--- src/verilog/ccr_regs.svh ---
// register offsets, reset values, field positions and timing counts
`ifndef CCR_REGS_SVH
`define CCR_REGS_SVH

// register byte offsets on the serial bus
`define CCR_ADDR_CTL_A 8'h15
`define CCR_ADDR_CTL_B 8'h16
`define CCR_ADDR_CTL_C 8'h17

// power-on and software reset values
`define CCR_RST_CTL_A 8'h26
`define CCR_RST_CTL_B 8'hA1

// field positions
`define CCR_KICK_BIT 2
`define CCR_REGRST_BIT 7

// serial target address, value is arbitrary
`define CCR_I2C_ADDR 7'h2A

// watchdog base period in seconds and clock rate in hertz
`define CCR_WD_BASE_S 40
`define CCR_CLK_HZ 40_000_000

`endif

--- src/verilog/ccr_pkg.sv ---
// types shared by the charger control register bank
`default_nettype none
package ccr_pkg;

	// serial target protocol states
	typedef enum logic [3:0] {
		ST_IDLE = 4'h0,
		ST_ADDR = 4'h1,
		ST_ADDR_ACK = 4'h2,
		ST_WPTR = 4'h3,
		ST_WPTR_ACK = 4'h4,
		ST_WDATA = 4'h5,
		ST_WDATA_ACK = 4'h6,
		ST_RDATA = 4'h7,
		ST_RACK = 4'h8
	} ccr_i2c_e;

	// first control register layout, bit 7 first
	typedef struct packed {
		logic input_switch_full_on;
		logic battery_switch_full_on;
		logic trickle_current_sel;
		logic [1:0] topoff_duration;
		logic termination_enable;
		logic input_limit_tracking;
		logic recharge_offset;
	} ccr_ctl_a_s;

	// second control register layout, bit 7 first
	typedef struct packed {
		logic auto_battery_discharge;
		logic forced_battery_pulldown;
		logic charge_enable;
		logic high_impedance_mode;
		logic mid_node_pulldown;
		logic watchdog_kick;
		logic [1:0] watchdog_period;
	} ccr_ctl_b_s;

	// pin synchroniser with a delayed copy for edge detection
	typedef struct packed {
		logic s1;
		logic s2;
		logic d;
	} ccr_sync_s;

	// whole state of the register bank
	typedef struct packed {
		ccr_i2c_e st;
		logic [3:0] cnt;
		logic [7:0] sh;
		logic [7:0] tx;
		logic [7:0] ptr;
		logic sda_oe;
		logic ack_ok;
		ccr_ctl_a_s ctl_a;
		ccr_ctl_b_s ctl_b;
		logic soft_rst;
		logic kick;
		logic dsch_on;
		ccr_sync_s scl;
		ccr_sync_s sda;
		ccr_sync_s plug;
		logic [1:0] ovp;
	} ccr_state_s;

	// whole state of the watchdog
	typedef struct packed {
		logic [32:0] cnt;
		logic expired;
	} ccr_wdog_s;

endpackage
`default_nettype wire

--- src/verilog/ccr_wdog.sv ---
// host watchdog timer with selectable period
`timescale 1ns/1ps
`default_nettype none
`include "ccr_regs.svh"

module ccr_wdog #(
	parameter logic [32:0] BASE_CYCLES = 33'(`CCR_WD_BASE_S * `CCR_CLK_HZ)
) (
	input wire logic ref_clk,
	input wire logic rst_n,
	input wire logic restart,
	input wire logic [1:0] period,
	output logic expired
);
	import ccr_pkg::*;

	ccr_wdog_s state_reg; // registered state
	ccr_wdog_s state_next; // next state
	logic [32:0] limit; // cycles in the chosen period

	// period code 01, 10, 11 doubles the base each step
	always_comb
	begin
		unique case (period)
			2'b01: limit = BASE_CYCLES;
			2'b10: limit = BASE_CYCLES << 1;
			2'b11: limit = BASE_CYCLES << 2;
			default: limit = BASE_CYCLES; // 00 stops the count anyway
		endcase
	end

	// count up, fire a one-cycle pulse on reaching the limit
	always_comb
	begin
		state_next = state_reg;
		state_next.expired = 1'b0;
		if (restart || period == 2'b00)
		begin
			state_next.cnt = '0;
		end
		else if (state_reg.cnt >= 33'(limit - 33'h1))
		begin
			state_next.cnt = '0;
			state_next.expired = 1'b1;
		end
		else
		begin
			state_next.cnt = 33'(state_reg.cnt + 33'h1);
		end
	end

	// state register
	always_ff @(posedge ref_clk or negedge rst_n)
	begin
		if (!rst_n)
			state_reg <= '0;
		else
			state_reg <= state_next;
	end

	assign expired = state_reg.expired;

endmodule // ccr_wdog
`default_nettype wire

--- src/verilog/ccr_charger_ctrl.sv ---
// charger control register bank behind a two-wire serial target
// Functional notes
// - input switch full on overrides current limit
// - battery switch full on overrides charge current
// - trickle current select, default 80mA
// - two-bit top-off duration, 00 off
// - termination enable, watchdog restores one
// - input limit tracks battery plus offset
// - recharge offset 100mV or 200mV
// - auto discharge during battery overvoltage fault
// - forced battery pull-down, watchdog clears it
// - charge enable, watchdog restores one
// - high impedance cleared on adapter plug-in
// - mid node pull-down, watchdog clears it
// - kick bit restarts watchdog, self-clears
// - watchdog period: off, 40, 80, 160s
// - second register resets to A1 hex
// - register reset bit restores defaults, self-clears
`timescale 1ns/1ps
`default_nettype none
`include "ccr_regs.svh"

module ccr_charger_ctrl #(
	parameter logic [32:0] WD_BASE_CYCLES = 33'(`CCR_WD_BASE_S * `CCR_CLK_HZ)
) (
	input wire logic ref_clk,
	input wire logic rstn,
	input wire logic scl_in,
	input wire logic sda_in,
	output logic sda_out,
	output logic sda_oe,
	input wire logic battery_ovp_fault,
	input wire logic adapter_present,
	output logic input_switch_full_on,
	output logic battery_switch_full_on,
	output logic trickle_current_sel,
	output logic [1:0] topoff_duration,
	output logic termination_enable,
	output logic input_limit_tracking,
	output logic recharge_offset,
	output logic battery_discharge_on,
	output logic forced_battery_pulldown,
	output logic charge_enable,
	output logic high_impedance_mode,
	output logic mid_node_pulldown,
	output logic [1:0] watchdog_period,
	output logic watchdog_expired
);
	import ccr_pkg::*;

	logic [1:0] rst_sync_reg; // reset release synchroniser
	logic rst_n; // synchronised reset used everywhere else
	ccr_state_s state_reg; // registered state
	ccr_state_s state_next; // next state
	logic scl_rise; // serial clock rising edge
	logic scl_fall; // serial clock falling edge
	logic bus_start; // start condition seen
	logic bus_stop; // stop condition seen
	logic plug_rise; // adapter just plugged in
	logic [7:0] rd_byte; // byte at the register pointer
	logic wr_en; // a data byte completed this cycle
	logic wd_fire; // watchdog expiry pulse

	// reset is asserted at once and released two edges later
	always_ff @(posedge ref_clk or negedge rstn)
	begin
		if (!rstn)
			rst_sync_reg <= 2'b00;
		else
			rst_sync_reg <= {rst_sync_reg[0], 1'b1};
	end

	assign rst_n = rst_sync_reg[1];

	// edges are taken between the second stage and its delayed copy,
	// so the first synchroniser stage never feeds any logic
	assign scl_rise = state_reg.scl.s2 & ~state_reg.scl.d;
	assign scl_fall = ~state_reg.scl.s2 & state_reg.scl.d;
	assign plug_rise = state_reg.plug.s2 & ~state_reg.plug.d;

	// data changes while the clock is high mark start and stop
	assign bus_start = state_reg.scl.s2 & state_reg.scl.d
		& state_reg.sda.d & ~state_reg.sda.s2;
	assign bus_stop = state_reg.scl.s2 & state_reg.scl.d
		& ~state_reg.sda.d & state_reg.sda.s2;

	// read data mux; unmapped offsets and spare bits read zero
	always_comb
	begin
		case (state_reg.ptr)
			`CCR_ADDR_CTL_A: rd_byte = state_reg.ctl_a;
			`CCR_ADDR_CTL_B:
			begin
				rd_byte = state_reg.ctl_b;
				rd_byte[`CCR_KICK_BIT] = 1'b0;
			end
			`CCR_ADDR_CTL_C: rd_byte = {state_reg.soft_rst, 7'h00};
			default: rd_byte = 8'h00;
		endcase
	end

	// watchdog, restarted by a kick or by a register reset
	ccr_wdog #(
		.BASE_CYCLES(WD_BASE_CYCLES)
	) u_wdog (
		.ref_clk(ref_clk),
		.rst_n(rst_n),
		.restart(state_reg.kick | state_reg.soft_rst),
		.period(state_reg.ctl_b.watchdog_period),
		.expired(wd_fire)
	);

	// next-state logic: pins, serial protocol, then register updates
	always_comb
	begin
		state_next = state_reg;
		wr_en = 1'b0;
		state_next.kick = 1'b0;

		// two-flop synchronisers on every pin input
		state_next.scl = '{s1: scl_in, s2: state_reg.scl.s1, d: state_reg.scl.s2};
		state_next.sda = '{s1: sda_in, s2: state_reg.sda.s1, d: state_reg.sda.s2};
		state_next.plug = '{s1: adapter_present, s2: state_reg.plug.s1,
			d: state_reg.plug.s2};
		state_next.ovp = {state_reg.ovp[0], battery_ovp_fault};

		// discharge only while both enabled and the fault stands
		state_next.dsch_on = state_reg.ctl_b.auto_battery_discharge
			& state_reg.ovp[1];

		// a start aborts anything and begins an address byte
		if (bus_start)
		begin
			state_next.st = ST_ADDR;
			state_next.cnt = 4'h0;
			state_next.sda_oe = 1'b0;
		end
		// a stop always frees the line
		else if (bus_stop)
		begin
			state_next.st = ST_IDLE;
			state_next.sda_oe = 1'b0;
		end
		// rising edge: sample data, or the host acknowledge
		else if (scl_rise)
		begin
			if (state_reg.st == ST_RACK)
			begin
				state_next.ack_ok = ~state_reg.sda.s2;
			end
			// acknowledge bits are not shifted in, so the direction bit
			// of the address byte still sits at the bottom of the shifter
			else if (state_reg.st != ST_ADDR_ACK && state_reg.st != ST_WPTR_ACK
				&& state_reg.st != ST_WDATA_ACK)
			begin
				state_next.sh = {state_reg.sh[6:0], state_reg.sda.s2};
				state_next.cnt = 4'(state_reg.cnt + 4'h1);
			end
		end
		// falling edge: move on and set up the next data bit
		else if (scl_fall)
		begin
			unique case (state_reg.st)
				ST_IDLE:
				begin
					state_next.sda_oe = 1'b0;
				end
				ST_ADDR:
				begin
					if (state_reg.cnt == 4'h8)
					begin
						// other targets' addresses are ignored silently
						if (state_reg.sh[7:1] == `CCR_I2C_ADDR)
						begin
							state_next.st = ST_ADDR_ACK;
							state_next.sda_oe = 1'b1;
						end
						else
						begin
							state_next.st = ST_IDLE;
						end
					end
				end
				ST_ADDR_ACK:
				begin
					state_next.cnt = 4'h0;
					if (state_reg.sh[0])
					begin
						state_next.st = ST_RDATA;
						state_next.tx = rd_byte;
						state_next.sda_oe = ~rd_byte[7];
					end
					else
					begin
						state_next.st = ST_WPTR;
						state_next.sda_oe = 1'b0;
					end
				end
				ST_WPTR:
				begin
					if (state_reg.cnt == 4'h8)
					begin
						state_next.ptr = state_reg.sh;
						state_next.st = ST_WPTR_ACK;
						state_next.sda_oe = 1'b1;
					end
				end
				ST_WPTR_ACK, ST_WDATA_ACK:
				begin
					state_next.cnt = 4'h0;
					state_next.st = ST_WDATA;
					state_next.sda_oe = 1'b0;
				end
				ST_WDATA:
				begin
					if (state_reg.cnt == 4'h8)
					begin
						// pointer steps on so bursts fill neighbours
						wr_en = 1'b1;
						state_next.ptr = 8'(state_reg.ptr + 8'h01);
						state_next.st = ST_WDATA_ACK;
						state_next.sda_oe = 1'b1;
					end
				end
				ST_RDATA:
				begin
					if (state_reg.cnt == 4'h8)
					begin
						state_next.sda_oe = 1'b0;
						state_next.ptr = 8'(state_reg.ptr + 8'h01);
						state_next.st = ST_RACK;
					end
					else
					begin
						state_next.tx = {state_reg.tx[6:0], 1'b0};
						state_next.sda_oe = ~state_reg.tx[6];
					end
				end
				ST_RACK:
				begin
					// a not-acknowledge ends the read burst
					if (state_reg.ack_ok)
					begin
						state_next.cnt = 4'h0;
						state_next.st = ST_RDATA;
						state_next.tx = rd_byte;
						state_next.sda_oe = ~rd_byte[7];
					end
					else
					begin
						state_next.st = ST_IDLE;
					end
				end
				default:
				begin
					state_next.st = ST_IDLE;
					state_next.sda_oe = 1'b0;
				end
			endcase
		end

		// plug-in clears the mode; a write in the same cycle wins
		if (plug_rise)
		begin
			state_next.ctl_b.high_impedance_mode = 1'b0;
		end

		// register writes
		if (wr_en)
		begin
			case (state_reg.ptr)
				`CCR_ADDR_CTL_A:
				begin
					state_next.ctl_a = ccr_ctl_a_s'(state_reg.sh);
				end
				`CCR_ADDR_CTL_B:
				begin
					state_next.ctl_b = ccr_ctl_b_s'(state_reg.sh);
					state_next.ctl_b.watchdog_kick = 1'b0;
					state_next.kick = state_reg.sh[`CCR_KICK_BIT];
				end
				`CCR_ADDR_CTL_C:
				begin
					state_next.soft_rst = state_reg.sh[`CCR_REGRST_BIT];
				end
				default:
				begin
					state_next.soft_rst = state_reg.soft_rst;
				end
			endcase
		end

		// expiry reloads only the watchdog-reset fields
		if (wd_fire)
		begin
			state_next.ctl_a.termination_enable = 1'b1;
			state_next.ctl_b.forced_battery_pulldown = 1'b0;
			state_next.ctl_b.charge_enable = 1'b1;
			state_next.ctl_b.high_impedance_mode = 1'b0;
			state_next.ctl_b.mid_node_pulldown = 1'b0;
		end

		// register reset takes one cycle, then the bit reads zero
		if (state_reg.soft_rst)
		begin
			state_next.ctl_a = ccr_ctl_a_s'(`CCR_RST_CTL_A);
			state_next.ctl_b = ccr_ctl_b_s'(`CCR_RST_CTL_B);
			state_next.soft_rst = 1'b0;
		end
	end

	// state register, with the documented power-on values
	always_ff @(posedge ref_clk or negedge rst_n)
	begin
		if (!rst_n)
		begin
			state_reg <= '0;
			state_reg.st <= ST_IDLE;
			state_reg.ctl_a <= ccr_ctl_a_s'(`CCR_RST_CTL_A);
			state_reg.ctl_b <= ccr_ctl_b_s'(`CCR_RST_CTL_B);
			state_reg.scl <= 3'b111; // idle bus is high
			state_reg.sda <= 3'b111;
		end
		else
		begin
			state_reg <= state_next;
		end
	end

	// open-drain data: only ever pulls low
	assign sda_out = 1'b0;
	assign sda_oe = state_reg.sda_oe;

	// control outputs straight from the register fields, discharge and expiry from their own flops
	assign input_switch_full_on = state_reg.ctl_a.input_switch_full_on;
	assign battery_switch_full_on = state_reg.ctl_a.battery_switch_full_on;
	assign trickle_current_sel = state_reg.ctl_a.trickle_current_sel;
	assign topoff_duration = state_reg.ctl_a.topoff_duration;
	assign termination_enable = state_reg.ctl_a.termination_enable;
	assign input_limit_tracking = state_reg.ctl_a.input_limit_tracking;
	assign recharge_offset = state_reg.ctl_a.recharge_offset;
	assign battery_discharge_on = state_reg.dsch_on;
	assign forced_battery_pulldown = state_reg.ctl_b.forced_battery_pulldown;
	assign charge_enable = state_reg.ctl_b.charge_enable;
	assign high_impedance_mode = state_reg.ctl_b.high_impedance_mode;
	assign mid_node_pulldown = state_reg.ctl_b.mid_node_pulldown;
	assign watchdog_period = state_reg.ctl_b.watchdog_period;
	assign watchdog_expired = wd_fire;

endmodule // ccr_charger_ctrl
`default_nettype wire

--- config.mk ---
export PLATFORM = sky130hd
export DESIGN_NAME = ccr_charger_ctrl
export DESIGN_NICKNAME = d
export VERILOG_FILES = /design/src/verilog/ccr_pkg.sv /design/src/verilog/ccr_wdog.sv /design/src/verilog/ccr_charger_ctrl.sv
export VERILOG_INCLUDE_DIRS = /design/src /design/src/verilog
export SDC_FILE = /design/constraint.sdc
export NUM_CORES = 1
export LEC_CHECK = 0
export BUFFER_PORTS_ARGS = -buffer_cell sky130_fd_sc_hd__buf_2
export CAP_MARGIN = 40
export CELL_PAD_IN_SITES_DETAIL_PLACEMENT = 0
export CELL_PAD_IN_SITES_GLOBAL_PLACEMENT = 1
export CORE_ASPECT_RATIO = 0.6
export CORE_MARGIN = 1.5
export CORE_UTILIZATION = 49
export CTS_CLUSTER_SIZE = 30
export DETAILED_ROUTE_END_ITERATION = 10
export PLACE_DENSITY = 0.82
export SLEW_MARGIN = 20
export SYNTH_ARGS = -nofsm -noshare
export SYNTH_HDL_FRONTEND = slang
export SYNTH_HIERARCHICAL = 1
export SYNTH_SLANG_ARGS = --single-unit
--- constraint.sdc ---
create_clock -name ref_clk -period 3.3 [get_ports ref_clk]
set_input_delay 0.66 -clock ref_clk [delete_from_list [all_inputs] [get_ports ref_clk]]
set_output_delay 0.66 -clock ref_clk [all_outputs]
set_load 0.02 [all_outputs]
Word-level counts from Yosys, hierarchy flattened
Index checks and enable logic that the tools add are counted.
{ "classes": {"addsub": 4, "n_mul": 0, "n_div": 0, "magnitude_cmp": 1, "n_eq_ne": 36, "n_shift": 0, "muxes": 58, "bitwise_logic": 21, "n_reduce_logical": 31} }
{ "ops": {"columns": ["cell", "n"], "rows": [
  ["two-way mux 8 bit", 9],
  ["case mux 8 bit (3 select lines)", 3],
  ["two-way mux 33 bit", 2],
  ["case mux 33 bit (2 select lines)", 1],
  ["two-way mux 17 bit", 3],
  ["two-way mux 4 bit", 9],
  ["adder 33 x 1 -> 33 bit (second input constant)", 1],
  [">= comparator 33 bit", 1],
  ["subtractor 33 x 1 -> 33 bit (second input constant)", 1],
  ["case mux 4 bit (8 select lines)", 1],
  ["two-way mux 28 bit", 1],
  ["equality test 8 x 5 -> 1 bit (second input constant)", 3],
  ["two-way mux 12 bit", 2],
  ["inequality test 4 bit (second input constant)", 6],
  ["nonzero test 3 bit", 7],
  ["two-way mux 1 bit", 19],
  ["two-way mux 18 bit", 1],
  ["two-way mux 9 bit", 2],
  ["equality test 4 x 3 -> 1 bit (second input constant)", 4],
  ["AND reduction 8 bit", 2],
  ["inequality test 2 bit (second input constant)", 7],
  ["AND reduction 7 bit", 2],
  ["inverter 1 bit", 11],
  ["AND reduction 2 bit", 5],
  ["28 further kinds", 48]
]} }
{ "word_totals": {"reg_bits": 99, "latch_bits": 0, "mem_bits_rw": 0, "romBits": 0, "in_bits": 6, "out_inout_bits": 18, "elab_cells": 187, "n_memories": 0} }

Depth between registers and ports, before layout
Gate-level depths: netlist (run 1).
{ "logic_depth": {"word_depth": 10, "mapped_depth": 9, "depth_no_buf": 8} }

Hierarchy
Netlist (run 1), hierarchy kept.
{ "by_module_without_submodules": {"columns": ["mod", "instances", "cells_each", "area_each_um2"], "rows": [
  ["ccr_charger_ctrl", 1, 326, 3301.9],
  ["ccr_wdog", 1, 219, 2125.8]
]} }

Least setup slack after synthesis (run 1)
No wires, ideal clock.
{ "synth_timing": {"path_type": "register to register", "from": "register state_reg, in the netlist watchdog_period[0]", "to": "register u_wdog/state_reg[31] (netlist bit)", "arrival_time_ns": 2.259, "required_ns": 3.171, "path_slack_ns": 0.912, "path_stages_with_launch": 10, "period_less_slack_ns": 2.388, "cell_sequence": "dfstp_2 > nand2b_1 > inv_1 > ha_1 > nand4_1 > nor4_1 > nand4_1 > a31oi_4 > buf_4 > a211oi_1"} }
{ "synth_lines": {"columns": ["item", "line", "rtl"], "rows": [
  ["start: declaration", "ccr_charger_ctrl.sv:53", "ccr_state_s state_reg;"],
  ["start signal: assignment", "ccr_charger_ctrl.sv:326", "state_reg <= state_next;"],
  ["end signal: assignment", "ccr_wdog.sv:58", "state_reg <= state_next;"],
  ["end: declaration", "ccr_wdog.sv:17", "ccr_wdog_s state_reg;"]
]} }

==> impl_metrics.py, run 1 <==
metrics = {
    "clocking": {
        "cts_setup_buffers": 0,
        "cts_buffers": 9,
        "cts-resized-gates": 0,
        "htreeDepth": 3,
        "insertion_delay_ns": 0.35,
        "path_clk_slew_ns": 0.07,
        "max-clock-path-buffers": 2,
        "cts_hold_buf": 0,
        "cts_root_buffer": "clkbuf_16",
        "cts_tree": "yes",
        "cts.sinks": 98,
    },
    "run_status": {
        "outcome": "complete, no violations",
    },
    "layout": {
        "fin_area_um2": 5940,
        "drive_gt1_share_pct": 15.8,
        "area_growth_pct": 9.41,
        "largest_reg_flops": 39,
        "fin_nets": 587,
        "fin_util_pct": 55.7,
        "antenna_cells": 0,
    },
    "synth": {
        "synth_area_um2": 5430,
        "ys_types": 77,
        "yosysSeqAreaShare_pct": 45.5,
        "synthCells": 545,
        "synth_edf_count": 0,
        "syn_area_per_cell_um2": 9.96,
        "synth_fp_nets": 575,
        "synth_warnings": 6,
        "async_flop_share_pct": 100,
        "yosys_most_used_dff": "dfrtp_1",
        "ys_seq_elements": 98,
    },
    "global_route": {
        "antenna_found_initial": 0,
        "grt_first_pass_wirelength_um": 20800,
        "grt_start_max_net_pins": 45,
        "grt_pass1_vias": 4003,
        "grt_usage_pct": 22.3,
        "gr-total-overflow": 0,
    },
    "critical_path": {
        "start_kind": "flop",
        "critPathCaptureType": "flop",
        "critPathLaunch": "watchdog_period[0]",
        "crit_path_max_fanout": 33,
        "crit-reg2reg-launch": "watchdog_period[0]",
        "crit_arrival_ns": 3.14,
        "crit_type": "flop to flop",
        "required_ns": 3.51,
    },
    "route": {
        "totalWireLength_um": 12100,
        "post_drt_via_cell_ratio": 5.87,
        "drc": 0,
        "dr_total_vias": 4117,
        "firstDrtPassIters": 5,
        "dr.first_iter.drc_count": 337,
        "wl_per_cell_um": 17.3,
        "ant_nets": 0,
    },
    "flow_run": {
        "drv_cap": 0,
    },
    "floorplan": {
        "die-area_um2": 11700,
        "ios": 24,
        "rows": 29,
        "initial_core_util_pct": 50.9,
        "die_w_um": 139,
        "die_y_um": 84.5,
        "core_um2": 10700,
    },
    "placed_design": {
        "dpl.hpwl_um": 8610,
        "gp_congestion": 0.855,
        "numPortBuffers": 22,
        "dpl-instance-area_um2": 5640,
    },
    "timing": {
        "period_share_pct": 88.7,
        "fmax_mhz": 341,
        "worst_pin_slew_ns": 0.577,
        "fin_hold_ws_ns": 0.0820,
        "hold_viol": 0,
        "setup_violations": 0,
        "period_minus_slack_ns": 2.93,
        "slew_headroom_pct": 60.9,
        "rsz0062_at_grt": "no",
        "final.setup_skew_ns": 0.00891,
        "drv_slew": 0,
        "tns_ns": 0,
    },
    "power": {
        "p_leak_nw": 2.69,
        "power_mw": 2.88,
        "ir_worst_vdd_mv": 0.324,
        "powerDensity_nw_per_um2": 484,
    },
    "worst_hold_path": {
        "hold_path_class": "primary input to asynchronous set/reset pin",
    },
}
## layer usage
layer	track usage (%)	wire [um]
met5	0	0
met1	35.3	6310
met2	30.8	5010
met4	5.49	155
met3	4.56	655
## logic make-up after synthesis
| kind of cell | synth area share (%) |
|---|---|
| AND/OR/NAND/NOR | 20.9 |
| AO/OA/AOI/OAI | 14.0 |
| flip-flops | 45.5 |
| buffers and inverters | 4.86 |
| XOR/XNOR | 4.68 |
| adder cells (fa/ha/maj) | 5.53 |
| multiplexers | 4.26 |
| other | 0.277 |
## worst paths after layout
| path | endpoint | slack, ns | cells past startpoint |
|---|---|---|---|
| min reg2reg | state_next[1] | 0.23 | 0 |
| min | rst_sync_reg[1] | 0.08 | 1 |
| max in group asynchronous | watchdog_period[0] | 2.18 | 2 |
| min in group ref_clk | state_next[2] | 0.35 | 0 |
| max reg2reg | u_wdog/state_reg[6] | 0.37 | 9 |
| max | u_wdog/state_reg[6] | 0.37 | 9 |
## worst max-delay path, cell delays in order, from the launching register on
cell and delay, ns:
dfstp_2 0.57, nand2b_1 0.18, inv_1 0.10, ha_1 0.34, nand4_1 0.14, nor4_1 0.46, nand4_1 0.26, a31oi_4 0.23
buf_4 0.37, nor3_1 0.14
## synthesized netlist by cell type, types with 4 or more instances
library cell	count	area, um2
a211o_1	5	43.8
a21oi_1	15	75.1
a22oi_1	6	45.0
a2bb2oi_1	5	43.8
and2_1	4	25.0
and3_1	10	62.6
buf_2	13	65.1
buf_4	8	60.1
clkbuf_1	8	30.0
conb_1	4	15.0
dfrtp_1	86	2150
dfstp_2	12	315
ha_1	24	300
inv_1	26	97.6
mux2_2	6	67.6
mux2i_1	13	130
nand2_1	43	161
nand2b_1	7	43.8
nand3_1	28	140
nand4_1	13	81.3
nor2_1	33	124
nor3_1	37	185
o211ai_1	4	30.0
o21ai_0	25	125
o22ai_1	4	25.0
or3_1	4	25.0
xnor2_1	10	87.6
xor2_1	19	166
## through the flow
stage	cells	setup slack (ns)
floorplan	545	0.389
CTS	701	0.411
finish	701	0.371
global placement	684	0.649
global route	701	0.119
detailed placement	685	0.440
## final cells by class
type / instances / area [um2]
clock buffers: 9 / 225
clock inverters: 7 / 76.3
fillers: 956 / 4730
inverters: 26 / 97.6
multi-input cells: 391 / 2700
flip-flops and latches: 98 / 2470
well taps: 139 / 174
repair buffers: 31 / 198
## cells in the final DEF (no fill, tap or decap), types with 12 or more instances in the layout
cell	netlist	layout
buf_2	13	22
ha_1	24	24
nand3_1	28	28
inv_1	26	26
nand2_1	43	43
nand4_1	13	13
a21oi_1	15	15
nor3_1	37	37
xor2_1	19	19
dfrtp_1	86	85
nor2_1	33	33
mux2i_1	13	13
o21ai_0	25	25
dfstp_2	12	12
## power by group
| group | internal (mW) | total, mW | switching, mW |
|---|---|---|---|
| registers | 1.28 | 1.44 | 0.155 |
| clock network | 0.593 | 1.08 | 0.483 |
| logic | 0.148 | 0.361 | 0.213 |
| total | 2.02 | 2.88 | 0.851 |
No activity file was read; power rests on OpenSTA's default activity.
==> inputs of run 2 (changes only) <==
--- a/config.mk
+++ b/config.mk
@@ -6,18 +6,17 @@
 export SDC_FILE = /design/constraint.sdc
 export NUM_CORES = 1
 export LEC_CHECK = 0
-export BUFFER_PORTS_ARGS = -buffer_cell sky130_fd_sc_hd__buf_2
 export CAP_MARGIN = 40
 export CELL_PAD_IN_SITES_DETAIL_PLACEMENT = 0
 export CELL_PAD_IN_SITES_GLOBAL_PLACEMENT = 1
 export CORE_ASPECT_RATIO = 0.6
 export CORE_MARGIN = 1.5
-export CORE_UTILIZATION = 49
+export CORE_UTILIZATION = 51
 export CTS_CLUSTER_SIZE = 30
 export DETAILED_ROUTE_END_ITERATION = 10
+export DONT_BUFFER_PORTS = 1
 export PLACE_DENSITY = 0.82
 export SLEW_MARGIN = 20
 export SYNTH_ARGS = -nofsm -noshare
 export SYNTH_HDL_FRONTEND = slang
-export SYNTH_HIERARCHICAL = 1
 export SYNTH_SLANG_ARGS = --single-unit
==> constraint.sdc (replaced) <==
create_clock -name ref_clk -period 3.3 [get_ports ref_clk]
set_input_delay 0.495 -clock ref_clk [delete_from_list [all_inputs] [get_ports ref_clk]]
set_output_delay 0.495 -clock ref_clk [all_outputs]
set_load 0.02 [all_outputs]
==> impl_metrics.py, run 2 <==
metrics = {
    "run_status": {
        "outcome": "complete, no violations",
    },
    "critical_path": {
        "worst-path-buf-inv": 1,
        "crit_path_max_incr_delay_ns": 0.64,
        "critPathCaptureType": "flop",
        "crit_arrival_ns": 3.11,
        "crit-reg2reg-launch": "watchdog_period[0]",
        "r2r_setup_slack_ns": 0.43,
        "crit_type": "flop to flop",
        "regToRegEndpoint": "u_wdog.state_reg[14]",
        "endpoint": "u_wdog.state_reg[14]",
        "critPathLaunch": "watchdog_period[0]",
        "cp_slowest_cell": "dfstp_2",
        "path_delay_family": "compound AO/OA/AOI/OAI gates",
        "required_ns": 3.54,
        "start_kind": "flop",
        "r2r_cells": 8,
        "crit_cells": 8,
        "crit_path_max_fanout": 33,
        "path_cells": "nand2_1 > ha_1 > a21o_1 > a2111oi_0 > nor3b_1 > o41a_2 > buf_12 > nor3_1",
    },
    "power": {
        "p_leak_nw": 2.53,
        "powerDensity_nw_per_um2": 434,
        "ir_worst_vdd_mv": 0.252,
    },
    "floorplan": {
        "core_um2": 10100,
        "die_w_um": 136,
        "ios": 24,
        "die_y_um": 83.0,
        "initial_core_util_pct": 53.9,
        "rows": 28,
        "die-area_um2": 11300,
    },
    "global_route": {
        "grt_first_pass_wirelength_um": 21900,
        "grt_start_max_net_pins": 56,
        "met1_usage_pct": 42.2,
        "grt_util_met3_pct": 6.11,
        "antenna_found_initial": 0,
        "busiest_layer": "met1",
        "grt_usage_pct": 25.0,
        "use_met2_pct": 30.9,
        "grt_pass1_vias": 3933,
        "gr-total-overflow": 0,
    },
    "placed_design": {
        "dpl.hpwl_um": 9790,
        "dp_cells": 661,
        "numPortBuffers": 0,
        "dpl-instance-area_um2": 5550,
        "gp_congestion": 0.847,
    },
    "clocking": {
        "max-clock-path-buffers": 2,
        "cts_root_buffer": "clkbuf_16",
        "insertion_delay_ns": 0.34,
        "cts.sinks": 98,
        "cts-resized-gates": 0,
        "cts_tree": "yes",
        "cts_buffers": 9,
        "htreeDepth": 3,
        "path_clk_slew_ns": 0.07,
    },
    "synth": {
        "ys_top_cells_by_area": "dfrtp_1, dfstp_2, ha_1, nor3_1, xnor2_1",
        "synth_compound_area_share_pct": 11.6,
        "yosys.area_share.simple_pct": 22.5,
        "yosys_most_used_dff": "dfrtp_1",
        "yosys-top-cells-count": "dfrtp_1, nor3_1, nor2_1",
        "synth_xor_area_share_pct": 5.16,
        "synth_top_family_by_area": "simple AND/OR/NAND/NOR gates",
        "synth_top_area_share_pct": 39.6,
        "syn_area_per_cell_um2": 9.95,
        "ys_seq_elements": 98,
        "synth_mux_area_share_pct": 5.53,
        "ys_types": 61,
        "synth_warnings": 0,
        "yosysMostFrequentCell": "dfrtp_1",
        "synthAdderAreaFrac_pct": 5.53,
        "yosysTopAreaCell": "dfrtp_1",
        "yosysSeqAreaShare_pct": 45.4,
        "synth_area_um2": 5430,
        "synthCells": 546,
        "synth_edf_count": 0,
        "async_flop_share_pct": 100,
    },
    "timing": {
        "tns_ns": 0,
        "worst_pin_slew_ns": 0.641,
        "setup_violations": 0,
        "fmax_mhz": 349,
        "drv_slew": 0,
        "slew_headroom_pct": 57.3,
        "rsz0062_at_grt": "no",
        "hold_viol": 0,
        "period_minus_slack_ns": 2.87,
        "final.setup_skew_ns": 0.00832,
        "period_share_pct": 86.9,
    },
    "layout": {
        "area_growth_pct": 7.55,
        "fin_nets": 568,
        "layout.cells.non_filler": 678,
        "largest_reg_flops": 39,
        "fin_area_um2": 5840,
        "antenna_cells": 0,
        "layout_commonest_cell": "dfrtp_1",
        "drive_gt1_share_pct": 12.0,
        "layout_common_cells": "dfrtp_1, nor3_1, nor2_1, nand2_1, nand3_1",
    },
    "route": {
        "post_drt_via_cell_ratio": 6.26,
        "drc": 0,
        "dr.first_iter.drc_count": 273,
        "firstDrtPassIters": 5,
        "wl_per_cell_um": 19.9,
        "dr_total_vias": 4245,
        "totalWireLength_um": 13500,
        "ant_nets": 0,
    },
    "flow_run": {
        "drv_cap": 0,
    },
    "worst_hold_path": {
        "hold_path_class": "primary input to flop",
        "holdPathStages": 0,
    },
}
## run 2: kinds of logic (layout without fill, tap and decap cells)
group	after synthesis	in the layout
xor+xnor	32	32
compound gates	87	87
simple gates	226	226
flops	98	98
other cells	2	4
mux	28	28
fa+ha+maj	24	24
buf+inv	49	44
## run 2: worst min path at each step
stage	slack [ns]	from	to
after floorplan	0.20	rstn	rst_sync_reg[0]
after global placement	0.20	rstn	rst_sync_reg[0]
after detailed placement	0.17	rst_sync_reg[1]	state_reg[30]
after CTS	0.14	scl_in	state_next[9]
after global routing	0.13	sda_in	state_next[6]
final	0.15	sda_in	state_next[6]
## run 2: per-stage QoR
stage	setup slack, ns	power (mW)	utilization, %	hold WS [ns]
CTS	0.456	2.56	57.9	0.135
global placement	0.584	1.51	54.7	0.199
detailed placement	0.465	1.52	55.0	0.173
global route	0.229	2.63	57.9	0.126
finish	0.433	2.54	57.9	0.148
floorplan	0.389	1.45	-	0.199
## run 2: layer usage
metal	up-vias	share of wire (%)
met5	-	0
met4	0	0.91
met3	12	8.4
met2	153	38
met1	2118	52
li1	1962	-
## run 2: area by class of cell
cell class | instances | area (um2)
well taps | 135 | 169
inverters | 19 | 71.3
flip-flops and latches | 98 | 2470
fillers | 878 | 4250
clock buffers | 11 | 233
repair buffers | 9 | 100
multi-input cells | 401 | 2750
clock inverters | 5 | 55.1
## run 2: what timing repair did
action | in CTS | in global routing
hold buffers | 1 | 0
hold endpoints to repair | 2 | 0
buffers inserted | 0 | 0
setup endpoints to repair | 0 | 0
## run 2: where the power goes
| part | total [mW] | switching [mW] | leakage [nW] | internal, mW |
|---|---|---|---|---|
| logic | 0.154 | 0.0806 | 1.11 | 0.0729 |
| clock network | 1.03 | 0.447 | 0.136 | 0.586 |
| registers | 1.35 | 0.0943 | 1.29 | 1.26 |
